File: config.mk
export PLATFORM = sky130hd
export DESIGN_NAME = fsq_flash_self_program_sequencer
export DESIGN_NICKNAME = d
export VERILOG_FILES = /design/src/core/fsq_pkg.sv /design/src/core/fsq_flash_self_program_sequencer.sv
export SDC_FILE = /design/constraint.sdc
export NUM_CORES = 2
export LEC_CHECK = 0
export ABC_AREA = 1
export BUFFER_PORTS_ARGS = -buffer_cell sky130_fd_sc_hd__buf_2
export CAP_MARGIN = 5
export CORE_ASPECT_RATIO = 2
export CORE_MARGIN = 2
export CORE_UTILIZATION = 55
export CTS_CLUSTER_SIZE = 8
export DETAILED_ROUTE_END_ITERATION = 6
export PLACE_DENSITY = 0.71
export SYNTH_ARGS = -nofsm -noshare
export SYNTH_HDL_FRONTEND = slang
export SYNTH_SLANG_ARGS = --single-unit
File: constraint.sdc
create_clock -name clk -period 7.4 [get_ports clk]
set_clock_uncertainty 0.05 [all_clocks]
set_input_delay 1.48 -clock clk [delete_from_list [all_inputs] [get_ports clk]]
set_output_delay 1.48 -clock clk [all_outputs]
set_load 0.01 [all_outputs]
File: src/core/fsq_pkg.sv
// Purpose: constants and types of the flash self-program sequencer
// Assumes: 32-bit classic Wishbone register window, 10 MHz clock
// Notes:   command patterns are compared on bits 4..0 of the control byte; bit 5 is not stored
package fsq_pkg;
   // register byte addresses
   localparam logic [7:0]  ADR_CTRL   = 8'h00;
   localparam logic [7:0]  ADR_PTR    = 8'h04;
   localparam logic [7:0]  ADR_DATA   = 8'h08;
   localparam logic [7:0]  ADR_INSTR  = 8'h0C;
   localparam logic [7:0]  ADR_STAT   = 8'h10;
   // control/status bit positions
   localparam int          CB_EN      = 0;
   localparam int          CB_LOCK    = 3;
   localparam int          CB_BUSY    = 6;
   localparam int          CB_IE      = 7;
   // instruction register bit positions
   localparam int          IB_STORE   = 0;
   localparam int          IB_LOAD    = 1;
   // command patterns on bits 5..0
   localparam logic [5:0]  CMD_LOAD   = 6'h01;
   localparam logic [5:0]  CMD_ERASE  = 6'h03;
   localparam logic [5:0]  CMD_WRITE  = 6'h05;
   localparam logic [5:0]  CMD_LOCK   = 6'h09;
   localparam logic [5:0]  CMD_REEN   = 6'h11;
   localparam logic [5:0]  CMD_NONE   = 6'h00;
   // command windows in clock cycles
   localparam logic [2:0]  STORE_WIN  = 3'h4;
   localparam logic [2:0]  LOAD_WIN   = 3'h3;
   // flash geometry
   localparam int          WORD_W     = 6;
   localparam int          PAGE_W     = 9;
   localparam int          PAGE_WORDS = 64;
   localparam logic [PAGE_W-1:0] HALT_FIRST_PAGE = 9'h1C0;
   localparam logic [15:0] APP_RESET  = 16'h0000;
   localparam logic [15:0] BOOT_START = 16'h1C00;
   localparam logic [15:0] ERASED     = 16'hFFFF;
   // lock and fuse read-back
   localparam logic [5:0]  LOCK_RST   = 6'h3F;
   localparam logic [1:0]  LOCK_TOP   = 2'h3;
   localparam logic [15:0] PTR_FUSE_L = 16'h0000;
   localparam logic [15:0] PTR_LOCK   = 16'h0001;
   localparam logic [15:0] PTR_FUSE_E = 16'h0002;
   localparam logic [15:0] PTR_FUSE_H = 16'h0003;
   localparam logic [7:0]  NOT_FUSE   = 8'hFF;
   // programming time
   localparam int          PROG_NS    = 3700000;
   localparam int          CLK_NS     = 100;
   localparam int          PROG_CYC   = (PROG_NS + CLK_NS - 1) / CLK_NS;
   localparam logic [1:0]  STRAP_WAIT = 2'h3;

   typedef enum logic [3:0] {
      ST_IDLE  = 4'b0001,
      ST_ERASE = 4'b0010,
      ST_WRITE = 4'b0100,
      ST_LOCK  = 4'b1000
   } fsq_state_t;

   typedef struct packed {
      logic              erase;
      logic              write;
      logic              lock;
      logic [PAGE_W-1:0] page;
      logic [WORD_W-1:0] widx;
      logic [15:0]       wdata;
   } fsq_flash_op_t;
endpackage : fsq_pkg

File: src/core/fsq_flash_self_program_sequencer.sv
// Purpose: self-program sequencer for on-chip program flash
// Assumes: cpu reaches it over classic Wishbone, pins synchronised here
// Notes:   flash array is outside; this block only times and steers it
// Operation
// boot fuse unprogrammed gives reset 0x0000, programmed gives boot start
// fuses are inputs only; software cannot change them
// store commands use pointer: upper bits page, lower bits word
// target page latched when an operation starts
// lock-bit setting ignores the pointer completely
// load reads bytes; pointer bit 0 picks the byte
// software erases before writing, same page both times
// buffer accepts word loads in any order
// store instruction must follow control write within four cycles
// pattern X0000011 erases the page in the page field
// pattern 00000001 loads data word at word-in-page index; code ignores bits 7..5, so 10000001 also loads
// buffer clears after page write, on re-enable, on reset
// software loads each buffer word at most once per clear
// eeprom write during buffer loading discards loaded data
// pattern X0000101 writes buffer to page; other pointer bits zero
// programming a no-read-while-write page halts the cpu
// enabled interrupt asserts while self-program enable is clear
// read-while-write area blocked during any erase or write
// busy flag holds until re-enable written after completion
// pattern X0001001 programs lock bits whose data bits are zero
// lock programming halts nothing and blocks nothing
// eeprom write blocks store commands and fuse/lock reads
// software checks eeprom busy before writing control
// software locks boot area when it never needs updating
// lock read uses pointer 0x0001 with lock and enable bits
// load within three cycles returns lock/fuse, then bits clear
// programmed bits read zero, unprogrammed bits read one
// enable clears on completion or when the window expires
//
// Added by the designer: register access over Wishbone and the register offsets.
`timescale 1ns/1ps
`default_nettype none
module fsq_flash_self_program_sequencer
   import fsq_pkg::*;
#(
   parameter int PROG_CYCLES = PROG_CYC
) (
   // clock and reset
   input  wire logic          clk,
   input  wire logic          rst,
   // wishbone slave
   input  wire logic          wb_cyc_i,
   input  wire logic          wb_stb_i,
   input  wire logic          wb_we_i,
   input  wire logic [7:0]    wb_adr_i,
   input  wire logic [3:0]    wb_sel_i,
   input  wire logic [31:0]   wb_dat_i,
   output      logic [31:0]   wb_dat_o,
   output      logic          wb_ack_o,
   // pins from outside the clock domain
   input  wire logic          boot_reset_select_fuse,
   input  wire logic          eeprom_write_busy,
   input  wire logic [7:0]    fuse_low,
   input  wire logic [7:0]    fuse_high,
   input  wire logic [7:0]    fuse_ext,
   // flash array side
   input  wire logic [15:0]   flash_rdata,
   output      logic [14:0]   flash_raddr,
   output      fsq_flash_op_t flash_op,
   // cpu side
   output      logic [15:0]   reset_vector,
   output      logic          cpu_halt,
   output      logic          rww_read_block,
   output      logic          spm_irq
);

   function automatic logic [15:0] merge16(input logic [15:0] old_v,
                                           input logic [15:0] new_v,
                                           input logic [1:0]  lanes);
      merge16 = {lanes[1] ? new_v[15:8] : old_v[15:8],
                 lanes[0] ? new_v[7:0]  : old_v[7:0]};
   endfunction : merge16

   // true when the page may be programmed while the cpu runs on
   function automatic logic in_rww(input logic [PAGE_W-1:0] page);
      in_rww = page < HALT_FIRST_PAGE;
   endfunction : in_rww

   // fuse pins read only
   // pin synchronisers; fuses reset to unprogrammed
   logic [25:0] pin_s1_reg;
   logic [25:0] pin_s2_reg;
   logic        eep_d_reg;
   always_ff @(posedge clk) begin
      if (rst) begin
         pin_s1_reg <= {2'h2, 24'hFFFFFF};
         pin_s2_reg <= {2'h2, 24'hFFFFFF};
         eep_d_reg  <= 1'b0;
      end else begin
         pin_s1_reg <= {boot_reset_select_fuse, eeprom_write_busy,
                        fuse_low, fuse_high, fuse_ext};
         pin_s2_reg <= pin_s1_reg;
         eep_d_reg  <= pin_s2_reg[24];
      end
   end
   wire        boot_s = pin_s2_reg[25];
   wire        eep_s  = pin_s2_reg[24];
   wire [7:0]  fl_s   = pin_s2_reg[23:16];
   wire [7:0]  fh_s   = pin_s2_reg[15:8];
   wire [7:0]  fe_s   = pin_s2_reg[7:0];

   // state
   fsq_state_t          state_reg;
   logic [4:0]          cmd_reg;
   logic                ie_reg;
   logic                busy_reg;
   logic                halt_reg;
   logic                irq_reg;
   logic [2:0]          store_win_reg;
   logic [2:0]          load_win_reg;
   logic [15:0]         ptr_reg;
   logic [15:0]         data_reg;
   logic [15:0]         timer_reg;
   logic [5:0]          lock_reg;
   logic [5:0]          lock_new_reg;
   logic [7:0]          lpm_res_reg;
   logic [1:0]          strap_cnt_reg;
   logic [15:0]         vec_reg;
   logic                ack_reg;
   logic [31:0]         dat_reg;
   fsq_flash_op_t       op_reg;
   logic [PAGE_WORDS-1:0] pvalid_reg;
   logic [15:0]         pbuf_reg [PAGE_WORDS];

   // bus decode
   wire        req      = wb_cyc_i & wb_stb_i;
   wire        wr       = req & wb_we_i & ack_reg;
   wire        wr_ctrl  = wr & (wb_adr_i == ADR_CTRL) & wb_sel_i[0];
   wire        wr_ptr   = wr & (wb_adr_i == ADR_PTR);
   wire        wr_data  = wr & (wb_adr_i == ADR_DATA);
   wire        wr_instr = wr & (wb_adr_i == ADR_INSTR) & wb_sel_i[0];
   wire        idle     = state_reg == ST_IDLE;
   // four-cycle store window
   wire        store_go = wr_instr & wb_dat_i[IB_STORE] & (store_win_reg != 3'h0);
   // eeprom blocks store
   wire        spm_ok   = store_go & idle & ~eep_s;
   wire [5:0]  cmd6     = {1'b0, cmd_reg};
   wire        do_load  = spm_ok & (cmd6 == CMD_LOAD);
   wire        do_erase = spm_ok & (cmd6 == CMD_ERASE);
   wire        do_write = spm_ok & (cmd6 == CMD_WRITE);
   wire        do_lock  = spm_ok & (cmd6 == CMD_LOCK);
   wire        do_reen  = spm_ok & (cmd6 == CMD_REEN);
   wire        last     = ~idle & (timer_reg == 16'h0001);
   // a control write landing as the old window runs out keeps its new command
   wire        expire   = idle & (store_win_reg == 3'h1) & ~store_go & ~wr_ctrl;
   // lock/fuse read window
   wire        load_go  = wr_instr & wb_dat_i[IB_LOAD];
   wire        fuse_rd  = load_go & (load_win_reg != 3'h0) & cmd_reg[CB_EN]
                          & cmd_reg[CB_LOCK] & ~eep_s;
   // eeprom start loses buffer
   wire        eep_rise = eep_s & ~eep_d_reg;
   // buffer clear sources
   wire        buf_clr  = do_reen | (last & (state_reg == ST_WRITE)) | eep_rise;
   // word and page fields
   wire [WORD_W-1:0] ptr_word = ptr_reg[WORD_W:1];
   wire [PAGE_W-1:0] ptr_page = ptr_reg[15:WORD_W+1];

   // programmed reads zero
   logic [7:0] fuse_val;
   always_comb begin
      unique case (ptr_reg)
         PTR_FUSE_L: fuse_val = fl_s;
         PTR_LOCK:   fuse_val = {LOCK_TOP, lock_reg};
         PTR_FUSE_E: fuse_val = fe_s;
         PTR_FUSE_H: fuse_val = fh_s;
         default:    fuse_val = NOT_FUSE;
      endcase
   end
   // byte select by bit 0
   wire [7:0]  flash_byte = ptr_reg[0] ? flash_rdata[15:8] : flash_rdata[7:0];

   wire [31:0] rd_ctrl  = {24'h0, ie_reg, busy_reg, 1'b0, cmd_reg};
   wire [31:0] rd_stat  = {18'h0, lock_reg, 4'h0, boot_s, eep_s, halt_reg, ~idle};
   wire [31:0] rd_mux   = (wb_adr_i == ADR_CTRL)  ? rd_ctrl :
                          (wb_adr_i == ADR_PTR)   ? {16'h0, ptr_reg} :
                          (wb_adr_i == ADR_DATA)  ? {16'h0, data_reg} :
                          (wb_adr_i == ADR_INSTR) ? {24'h0, lpm_res_reg} :
                          (wb_adr_i == ADR_STAT)  ? rd_stat : 32'h0;

   // bus slave: ack one cycle after the request, dropped the next cycle
   // the extra cycle gives the read mux a full period; costs one wait state
   always_ff @(posedge clk) begin
      if (rst) begin
         ack_reg <= 1'b0;
         dat_reg <= 32'h0;
      end else begin
         ack_reg <= req & ~ack_reg;
         if (req & ~ack_reg) begin
            dat_reg <= rd_mux;
         end
      end
   end

   // flops rather than a memory, so every word clears in the same cycle
   // any word order
   generate
      for (genvar gi = 0; gi < PAGE_WORDS; gi++) begin : g_pbuf
         always_ff @(posedge clk) begin
            if (rst | buf_clr) begin
               pvalid_reg[gi] <= 1'b0;
               pbuf_reg[gi]   <= ERASED;
            // load data word
            end else if (do_load & (ptr_word == WORD_W'(gi))) begin
               pvalid_reg[gi] <= 1'b1;
               pbuf_reg[gi]   <= data_reg;
            end
         end
      end
   endgenerate

   // taken once after the synchroniser settles; a later fuse change waits for reset
   // reset vector from strap
   always_ff @(posedge clk) begin
      if (rst) begin
         strap_cnt_reg <= 2'h0;
         vec_reg       <= APP_RESET;
      end else if (strap_cnt_reg != STRAP_WAIT) begin
         strap_cnt_reg <= strap_cnt_reg + 2'h1;
         vec_reg       <= boot_s ? APP_RESET : BOOT_START;
      end
   end

   always_ff @(posedge clk) begin
      if (rst) begin
         ptr_reg  <= 16'h0;
         data_reg <= 16'h0;
      end else begin
         if (wr_ptr) begin
            ptr_reg <= merge16(ptr_reg, wb_dat_i[15:0], wb_sel_i[1:0]);
         end
         if (wr_data) begin
            data_reg <= merge16(data_reg, wb_dat_i[15:0], wb_sel_i[1:0]);
         end
      end
   end

   // sequencer
   always_ff @(posedge clk) begin
      if (rst) begin
         state_reg     <= ST_IDLE;
         cmd_reg       <= 5'h0;
         ie_reg        <= 1'b0;
         store_win_reg <= 3'h0;
         load_win_reg  <= 3'h0;
         timer_reg     <= 16'h0;
         lock_reg      <= LOCK_RST;
         lock_new_reg  <= LOCK_RST;
         op_reg        <= '0;
      end else begin
         store_win_reg <= (store_win_reg != 3'h0) ? store_win_reg - 3'h1 : 3'h0;
         load_win_reg  <= (load_win_reg != 3'h0) ? load_win_reg - 3'h1 : 3'h0;
         // while an operation runs a control write only updates the interrupt enable
         if (wr_ctrl) begin
            ie_reg <= wb_dat_i[CB_IE];
            if (idle) begin
               cmd_reg       <= wb_dat_i[4:0];
               store_win_reg <= wb_dat_i[CB_EN] ? STORE_WIN : 3'h0;
               load_win_reg  <= (wb_dat_i[CB_EN] & wb_dat_i[CB_LOCK]) ? LOAD_WIN : 3'h0;
            end
         end
         // window expiry clears
         if (expire | (store_go & idle & eep_s)) begin
            cmd_reg <= 5'h0;
         end
         if (do_load | do_reen | (spm_ok & ~do_erase & ~do_write & ~do_lock)) begin
            cmd_reg <= 5'h0;
         end
         // page erase or page write start
         if (do_erase | do_write) begin
            state_reg     <= do_erase ? ST_ERASE : ST_WRITE;
            timer_reg     <= 16'(PROG_CYCLES);
            // page latched here
            op_reg.page   <= ptr_page;
            op_reg.erase  <= do_erase;
            op_reg.write  <= do_write;
            op_reg.widx   <= '0;
            store_win_reg <= 3'h0;
         end
         // pointer not used
         if (do_lock) begin
            state_reg     <= ST_LOCK;
            timer_reg     <= 16'(PROG_CYCLES);
            // zero bits program
            lock_new_reg  <= lock_reg & data_reg[5:0];
            op_reg.lock   <= 1'b1;
            store_win_reg <= 3'h0;
         end
         if (~idle) begin
            timer_reg <= timer_reg - 16'h1;
         end
         // page write streams buffer
         if (state_reg == ST_WRITE) begin
            op_reg.widx  <= op_reg.widx + WORD_W'(1);
            op_reg.wdata <= pvalid_reg[op_reg.widx] ? pbuf_reg[op_reg.widx] : ERASED;
         end
         // completion clears
         if (last) begin
            state_reg    <= ST_IDLE;
            cmd_reg      <= 5'h0;
            op_reg.erase <= 1'b0;
            op_reg.write <= 1'b0;
            op_reg.lock  <= 1'b0;
            if (state_reg == ST_LOCK) begin
               lock_reg <= lock_new_reg;
            end
         end
         // read-back closes window
         if (fuse_rd) begin
            cmd_reg[CB_EN]   <= 1'b0;
            cmd_reg[CB_LOCK] <= 1'b0;
            load_win_reg     <= 3'h0;
            store_win_reg    <= 3'h0;
         end
      end
   end

   // rww area blocked
   // set wins; re-enable clears
   always_ff @(posedge clk) begin
      if (rst) begin
         busy_reg <= 1'b0;
      end else if (do_erase | do_write) begin
         busy_reg <= 1'b1;
      end else if (do_reen) begin
         busy_reg <= 1'b0;
      end
   end

   // halt for protected page
   // lock never halts
   always_ff @(posedge clk) begin
      if (rst) begin
         halt_reg <= 1'b0;
      end else if (do_erase | do_write) begin
         halt_reg <= ~in_rww(ptr_page);
      end else if (do_lock | last) begin
         halt_reg <= 1'b0;
      end
   end

   // lock/fuse read-back
   // byte by bit 0
   always_ff @(posedge clk) begin
      if (rst) begin
         lpm_res_reg <= 8'h0;
      end else if (load_go) begin
         lpm_res_reg <= fuse_rd ? fuse_val : flash_byte;
      end
   end

   // level, not a pulse: it stays up until software starts a new command
   // level interrupt
   always_ff @(posedge clk) begin
      if (rst) begin
         irq_reg <= 1'b0;
      end else begin
         irq_reg <= ie_reg & ~cmd_reg[CB_EN];
      end
   end

   assign wb_dat_o       = dat_reg;
   assign wb_ack_o       = ack_reg;
   assign flash_raddr    = ptr_reg[15:1];
   assign flash_op       = op_reg;
   assign reset_vector   = vec_reg;
   assign cpu_halt       = halt_reg;
   assign rww_read_block = busy_reg;
   assign spm_irq        = irq_reg;

endmodule : fsq_flash_self_program_sequencer
`default_nettype wire

==> flow_summary.html <==
<table>
<tr><th>Metric</th><th>Value</th></tr>
<tr><th colspan="2">Die</th></tr>
<tr><td>Initial core utilization</td><td>55.5%</td></tr>
<tr><td>Top-Level Pins</td><td>192</td></tr>
<tr><td># rows</td><td>172</td></tr>
<tr><td>Die Y-Extent</td><td>474 µm</td></tr>
<tr><td>DIE WIDTH</td><td>239 µm</td></tr>
<tr><td>Die area</td><td>113000 µm²</td></tr>
<tr><td>CORE AREA</td><td>110000 µm²</td></tr>
<tr><th colspan="2">Global routing</th></tr>
<tr><td>Global route overflow</td><td>0</td></tr>
<tr><td>Maximum number of pins on one net before global-route repair</td><td>262</td></tr>
<tr><td>Via count of the first global-routing pass</td><td>48200</td></tr>
<tr><td>GRT Resource Usage Total</td><td>33.4%</td></tr>
<tr><td>Antenna violations before repair</td><td>2</td></tr>
<tr><td>Global-route wire length before repair</td><td>284000 µm</td></tr>
<tr><th colspan="2">Clock tree</th></tr>
<tr><td>Resized cells post-CTS</td><td>0</td></tr>
<tr><td>Cts hold-fix bufs</td><td>0</td></tr>
<tr><td>CTS buffer count</td><td>178</td></tr>
<tr><td>Clock sink count</td><td>1288</td></tr>
<tr><td>Clock transition at the registers of the reported paths</td><td>0.05 ns</td></tr>
<tr><td>Clock root buffer master</td><td>clkbuf_16</td></tr>
<tr><td>Latest clock arrival within the worst-skew pair</td><td>0.79 ns</td></tr>
<tr><td>Post-CTS setup repair buffer count</td><td>0</td></tr>
<tr><td>Clock tree from TritonCTS</td><td>yes</td></tr>
<tr><td>Maximum count of clock buffers along a single path</td><td>3</td></tr>
<tr><td>H-tree levels</td><td>4</td></tr>
<tr><th colspan="2">Critical path</th></tr>
<tr><td>Worst R2R Setup Slack</td><td>2.59 ns</td></tr>
<tr><td>Data required time at the worst endpoint</td><td>7.80 ns</td></tr>
<tr><td>Maximum fanout encountered on the critical timing path</td><td>212</td></tr>
<tr><td>Worst setup EP type</td><td>register</td></tr>
<tr><td>Arrival time worst endpoint</td><td>5.21 ns</td></tr>
<tr><td>Worst Setup Path Type</td><td>register to register</td></tr>
<tr><td>Kind of start point of the critical path</td><td>register</td></tr>
<tr><th colspan="2">Synth</th></tr>
<tr><td>Prevailing post-synth register cell</td><td>edfxtp_1</td></tr>
<tr><td>Synthesized instance count</td><td>6494</td></tr>
<tr><td>Post-synthesis area per instance</td><td>9.37 µm²</td></tr>
<tr><td>Dominant cell by count in the synthesized netlist</td><td>nand2_1</td></tr>
<tr><td>Asr flop ratio synth</td><td>0%</td></tr>
<tr><td>Count of different cell masters after synthesis</td><td>45</td></tr>
<tr><td>Fraction of post-synthesis cell area in the top cell type by area</td><td>50.5%</td></tr>
<tr><td>Synth area leaders</td><td>edfxtp_1 51%, nand3_1 12%, nand2_1 9.9%, dfxtp_1 8.7%, nand4_1 5.4%</td></tr>
<tr><td>Largest area contributor in the synthesized netlist</td><td>edfxtp_1</td></tr>
<tr><td>Share of synthesized area occupied by flip-flops and latches</td><td>59.2%</td></tr>
<tr><td>Count of flip-flops with a built-in enable after synthesis</td><td>1024</td></tr>
<tr><td>Summed instance area of the synthesized netlist</td><td>60900 µm²</td></tr>
<tr><td>Number of synthesized register bits</td><td>1288</td></tr>
<tr><td>Most frequent cells after synthesis</td><td>1609 x nand2_1, 1497 x nand3_1, 1024 x edfxtp_1</td></tr>
<tr><td>Yosys warning total</td><td>0</td></tr>
<tr><th colspan="2">Placement</th></tr>
<tr><td>Setup WS pre-CTS</td><td>2.23 ns</td></tr>
<tr><td>DPL Wire Length</td><td>114000 µm</td></tr>
<tr><td>Cell area after placement</td><td>61500 µm²</td></tr>
<tr><td>Routability Congestion</td><td>0.960</td></tr>
<tr><td>Number of buffers inserted by port buffering</td><td>144</td></tr>
<tr><th colspan="2">Timing</th></tr>
<tr><td>Hold Vio Cnt, Final</td><td>0</td></tr>
<tr><td>Final setup slack of the worst path</td><td>2.59 ns</td></tr>
<tr><td>Final max-slew violation count</td><td>0</td></tr>
<tr><td>Setup repair after global routing missed its margin</td><td>false</td></tr>
<tr><td>Worst Tran Pin Value</td><td>1.30 ns</td></tr>
<tr><td>Final sum of negative setup slack</td><td>0 ns</td></tr>
<tr><td>Number of endpoints failing setup at the final stage</td><td>0</td></tr>
<tr><td>Tightest slew margin relative to the limit</td><td>13.6%</td></tr>
<tr><td>Time the final worst path needs with I/O delays and setup</td><td>4.81 ns</td></tr>
<tr><td>Final clock period utilization by the worst path</td><td>64.9%</td></tr>
<tr><td>Achievable frequency</td><td>208 MHz</td></tr>
<tr><th colspan="2">Cells and area</th></tr>
<tr><td>Area grow syn2layout</td><td>9.21%</td></tr>
<tr><td>Final core utilization</td><td>60.6%</td></tr>
<tr><td>Layout Cell Area excl Fill</td><td>66500 µm²</td></tr>
<tr><td>Number of flip-flops under the largest register name</td><td>1024</td></tr>
<tr><td>Fraction of final layout cells sized beyond drive strength 1</td><td>10.5%</td></tr>
<tr><td>Net count, final</td><td>6373</td></tr>
<tr><th colspan="2">Pwr</th></tr>
<tr><td>Sequential share of power</td><td>49.8%</td></tr>
<tr><td>P_int</td><td>0.0123 W</td></tr>
<tr><td>PwrDens</td><td>237 nW/µm²</td></tr>
<tr><td>Clock network power share</td><td>47.4%</td></tr>
<tr><td>VDD IR max</td><td>217 µV</td></tr>
<tr><td>Switching power total</td><td>0.00340 W</td></tr>
<tr><td>Gate power share</td><td>2.9%</td></tr>
<tr><td>Sw Share</td><td>21.6%</td></tr>
<tr><td>Static Leak</td><td>22.5 nW</td></tr>
<tr><th colspan="2">Route</th></tr>
<tr><td>Routed length per placed instance</td><td>24.4 µm</td></tr>
<tr><td>Number of nets with antenna violations after detailed routing</td><td>0</td></tr>
<tr><td>Violation count after the first detailed-routing iteration</td><td>5754</td></tr>
<tr><td>Routed wire length</td><td>189000 µm</td></tr>
<tr><td>Via count normalized by instance count</td><td>6.34</td></tr>
<tr><td>TritonRoute pass-1 iters</td><td>6</td></tr>
<tr><td>Post-detailed-route DRC marker count</td><td>0</td></tr>
<tr><td>Vias</td><td>49300</td></tr>
<tr><th colspan="2">Run</th></tr>
<tr><td>Max Cap Violations</td><td>0</td></tr>
<tr><th colspan="2">Min path</th></tr>
<tr><td>Class of the tightest hold or removal check</td><td>register to register</td></tr>
<tr><th colspan="2">Outcome</th></tr>
<tr><td>Result of the run</td><td>finished, final reports clean</td></tr>
</table>
==> per-stage QoR <==
stage	power [W]	hold WS (ns)	cells
6_report	0.0157	0.352	7774
3_3_place_gp	0.00842	0.342	7490
3_5_place_dp	0.00842	0.344	7490
5_1_grt	0.0161	0.363	7770
2_1_floorplan	0.00828	0.338	6522
4_1_cts	0.0158	0.352	7769
==> cell type report <==
class / instances / area (µm²)
clock buffer: 267 / 4830
fill: 9163 / 43300
timing repair buffer: 291 / 1960
tap: 1392 / 1740
clock inverter: 12 / 139
antenna: 5 / 12.5
multi-input combinational: 4358 / 21100
sequential: 1288 / 36000
inverter: 161 / 639
==> layout by cell type, fill, tap and decap left out, types with 3 or more instances in the layout <==
master,count
nand2_1,1609
nand3_1,1497
edfxtp_1,1024
nand4_1,528
dfxtp_1,260
clkbuf_16,180
nor2_1,171
buf_2,144
inv_1,138
buf_4,136
o21ai_0,116
a21oi_1,108
clkbuf_1,87
or2_2,65
o21ai_1,64
nand3_2,30
conb_1,29
o211ai_1,26
nor2_8,23
nor2_2,21
nor3_1,18
nor2_4,12
clkinv_2,12
buf_12,11
inv_6,9
inv_2,7
nor4_1,7
diode_2,5
o221ai_1,4
ha_1,4
nand2_2,3
dfxtp_4,3
clkinv_8,3
==> path summary, 6_finish.rpt <==
path                   from               to  cells past startpoint
max            state_reg[1]  pbuf_reg[45][6]                     10
min          pin_s1_reg[12]   pin_s2_reg[12]                      1
max reg2reg    state_reg[1]  pbuf_reg[45][6]                     10
min reg2reg  pin_s1_reg[12]   pin_s2_reg[12]                      1
==> worst max-delay path: stages, from the launching register on <==
cell,delay [ns]
dfxtp_1,0.32
nor2_1,0.13
nand3_1,0.41
inv_1,0.71
nor2_1,0.11
nand4_1,0.27
o21ai_0,0.20
nor2_4,0.44
buf_4,0.68
buf_12,0.62
nand4_1,0.21
==> power groups by stage <==
stage          clock [W]  combinational (W)  sequential [W]
6_report         0.00746           0.000453         0.00784
5_1_grt          0.00776           0.000481         0.00783
4_1_cts          0.00748           0.000447         0.00784
3_5_place_dp           0           0.000447         0.00798
3_3_place_gp           0           0.000439         0.00798
2_1_floorplan          0           0.000289         0.00799
==> routing by layer <==
metal  vias to the layer above  track usage [%]  part of all wire (%)
li1                      22400                -                     -
met2                      2644             58.9                    52
met4                         0             26.1                   8.4
met3                       707             5.70                   7.9
met5                         -                0                     0
met1                     23600             35.0                    32
==> kinds of logic (layout without fill, tap and decap cells) <==
family	count (synthesis)	after routing	synth area share [%]
AOI/OAI and AO/OA	328	328	2.87
xor gates and xnor gates	2	2	0.0288
adders and majority gates	4	4	0.0822
buffers and inverters	876	731	6.43
DFF	1288	1288	59.2
muxes	2	2	0.0329
other	1	34	0.00616
and+or+nand+nor	3993	3993	31.3
Power figures use the tool's default switching activity.
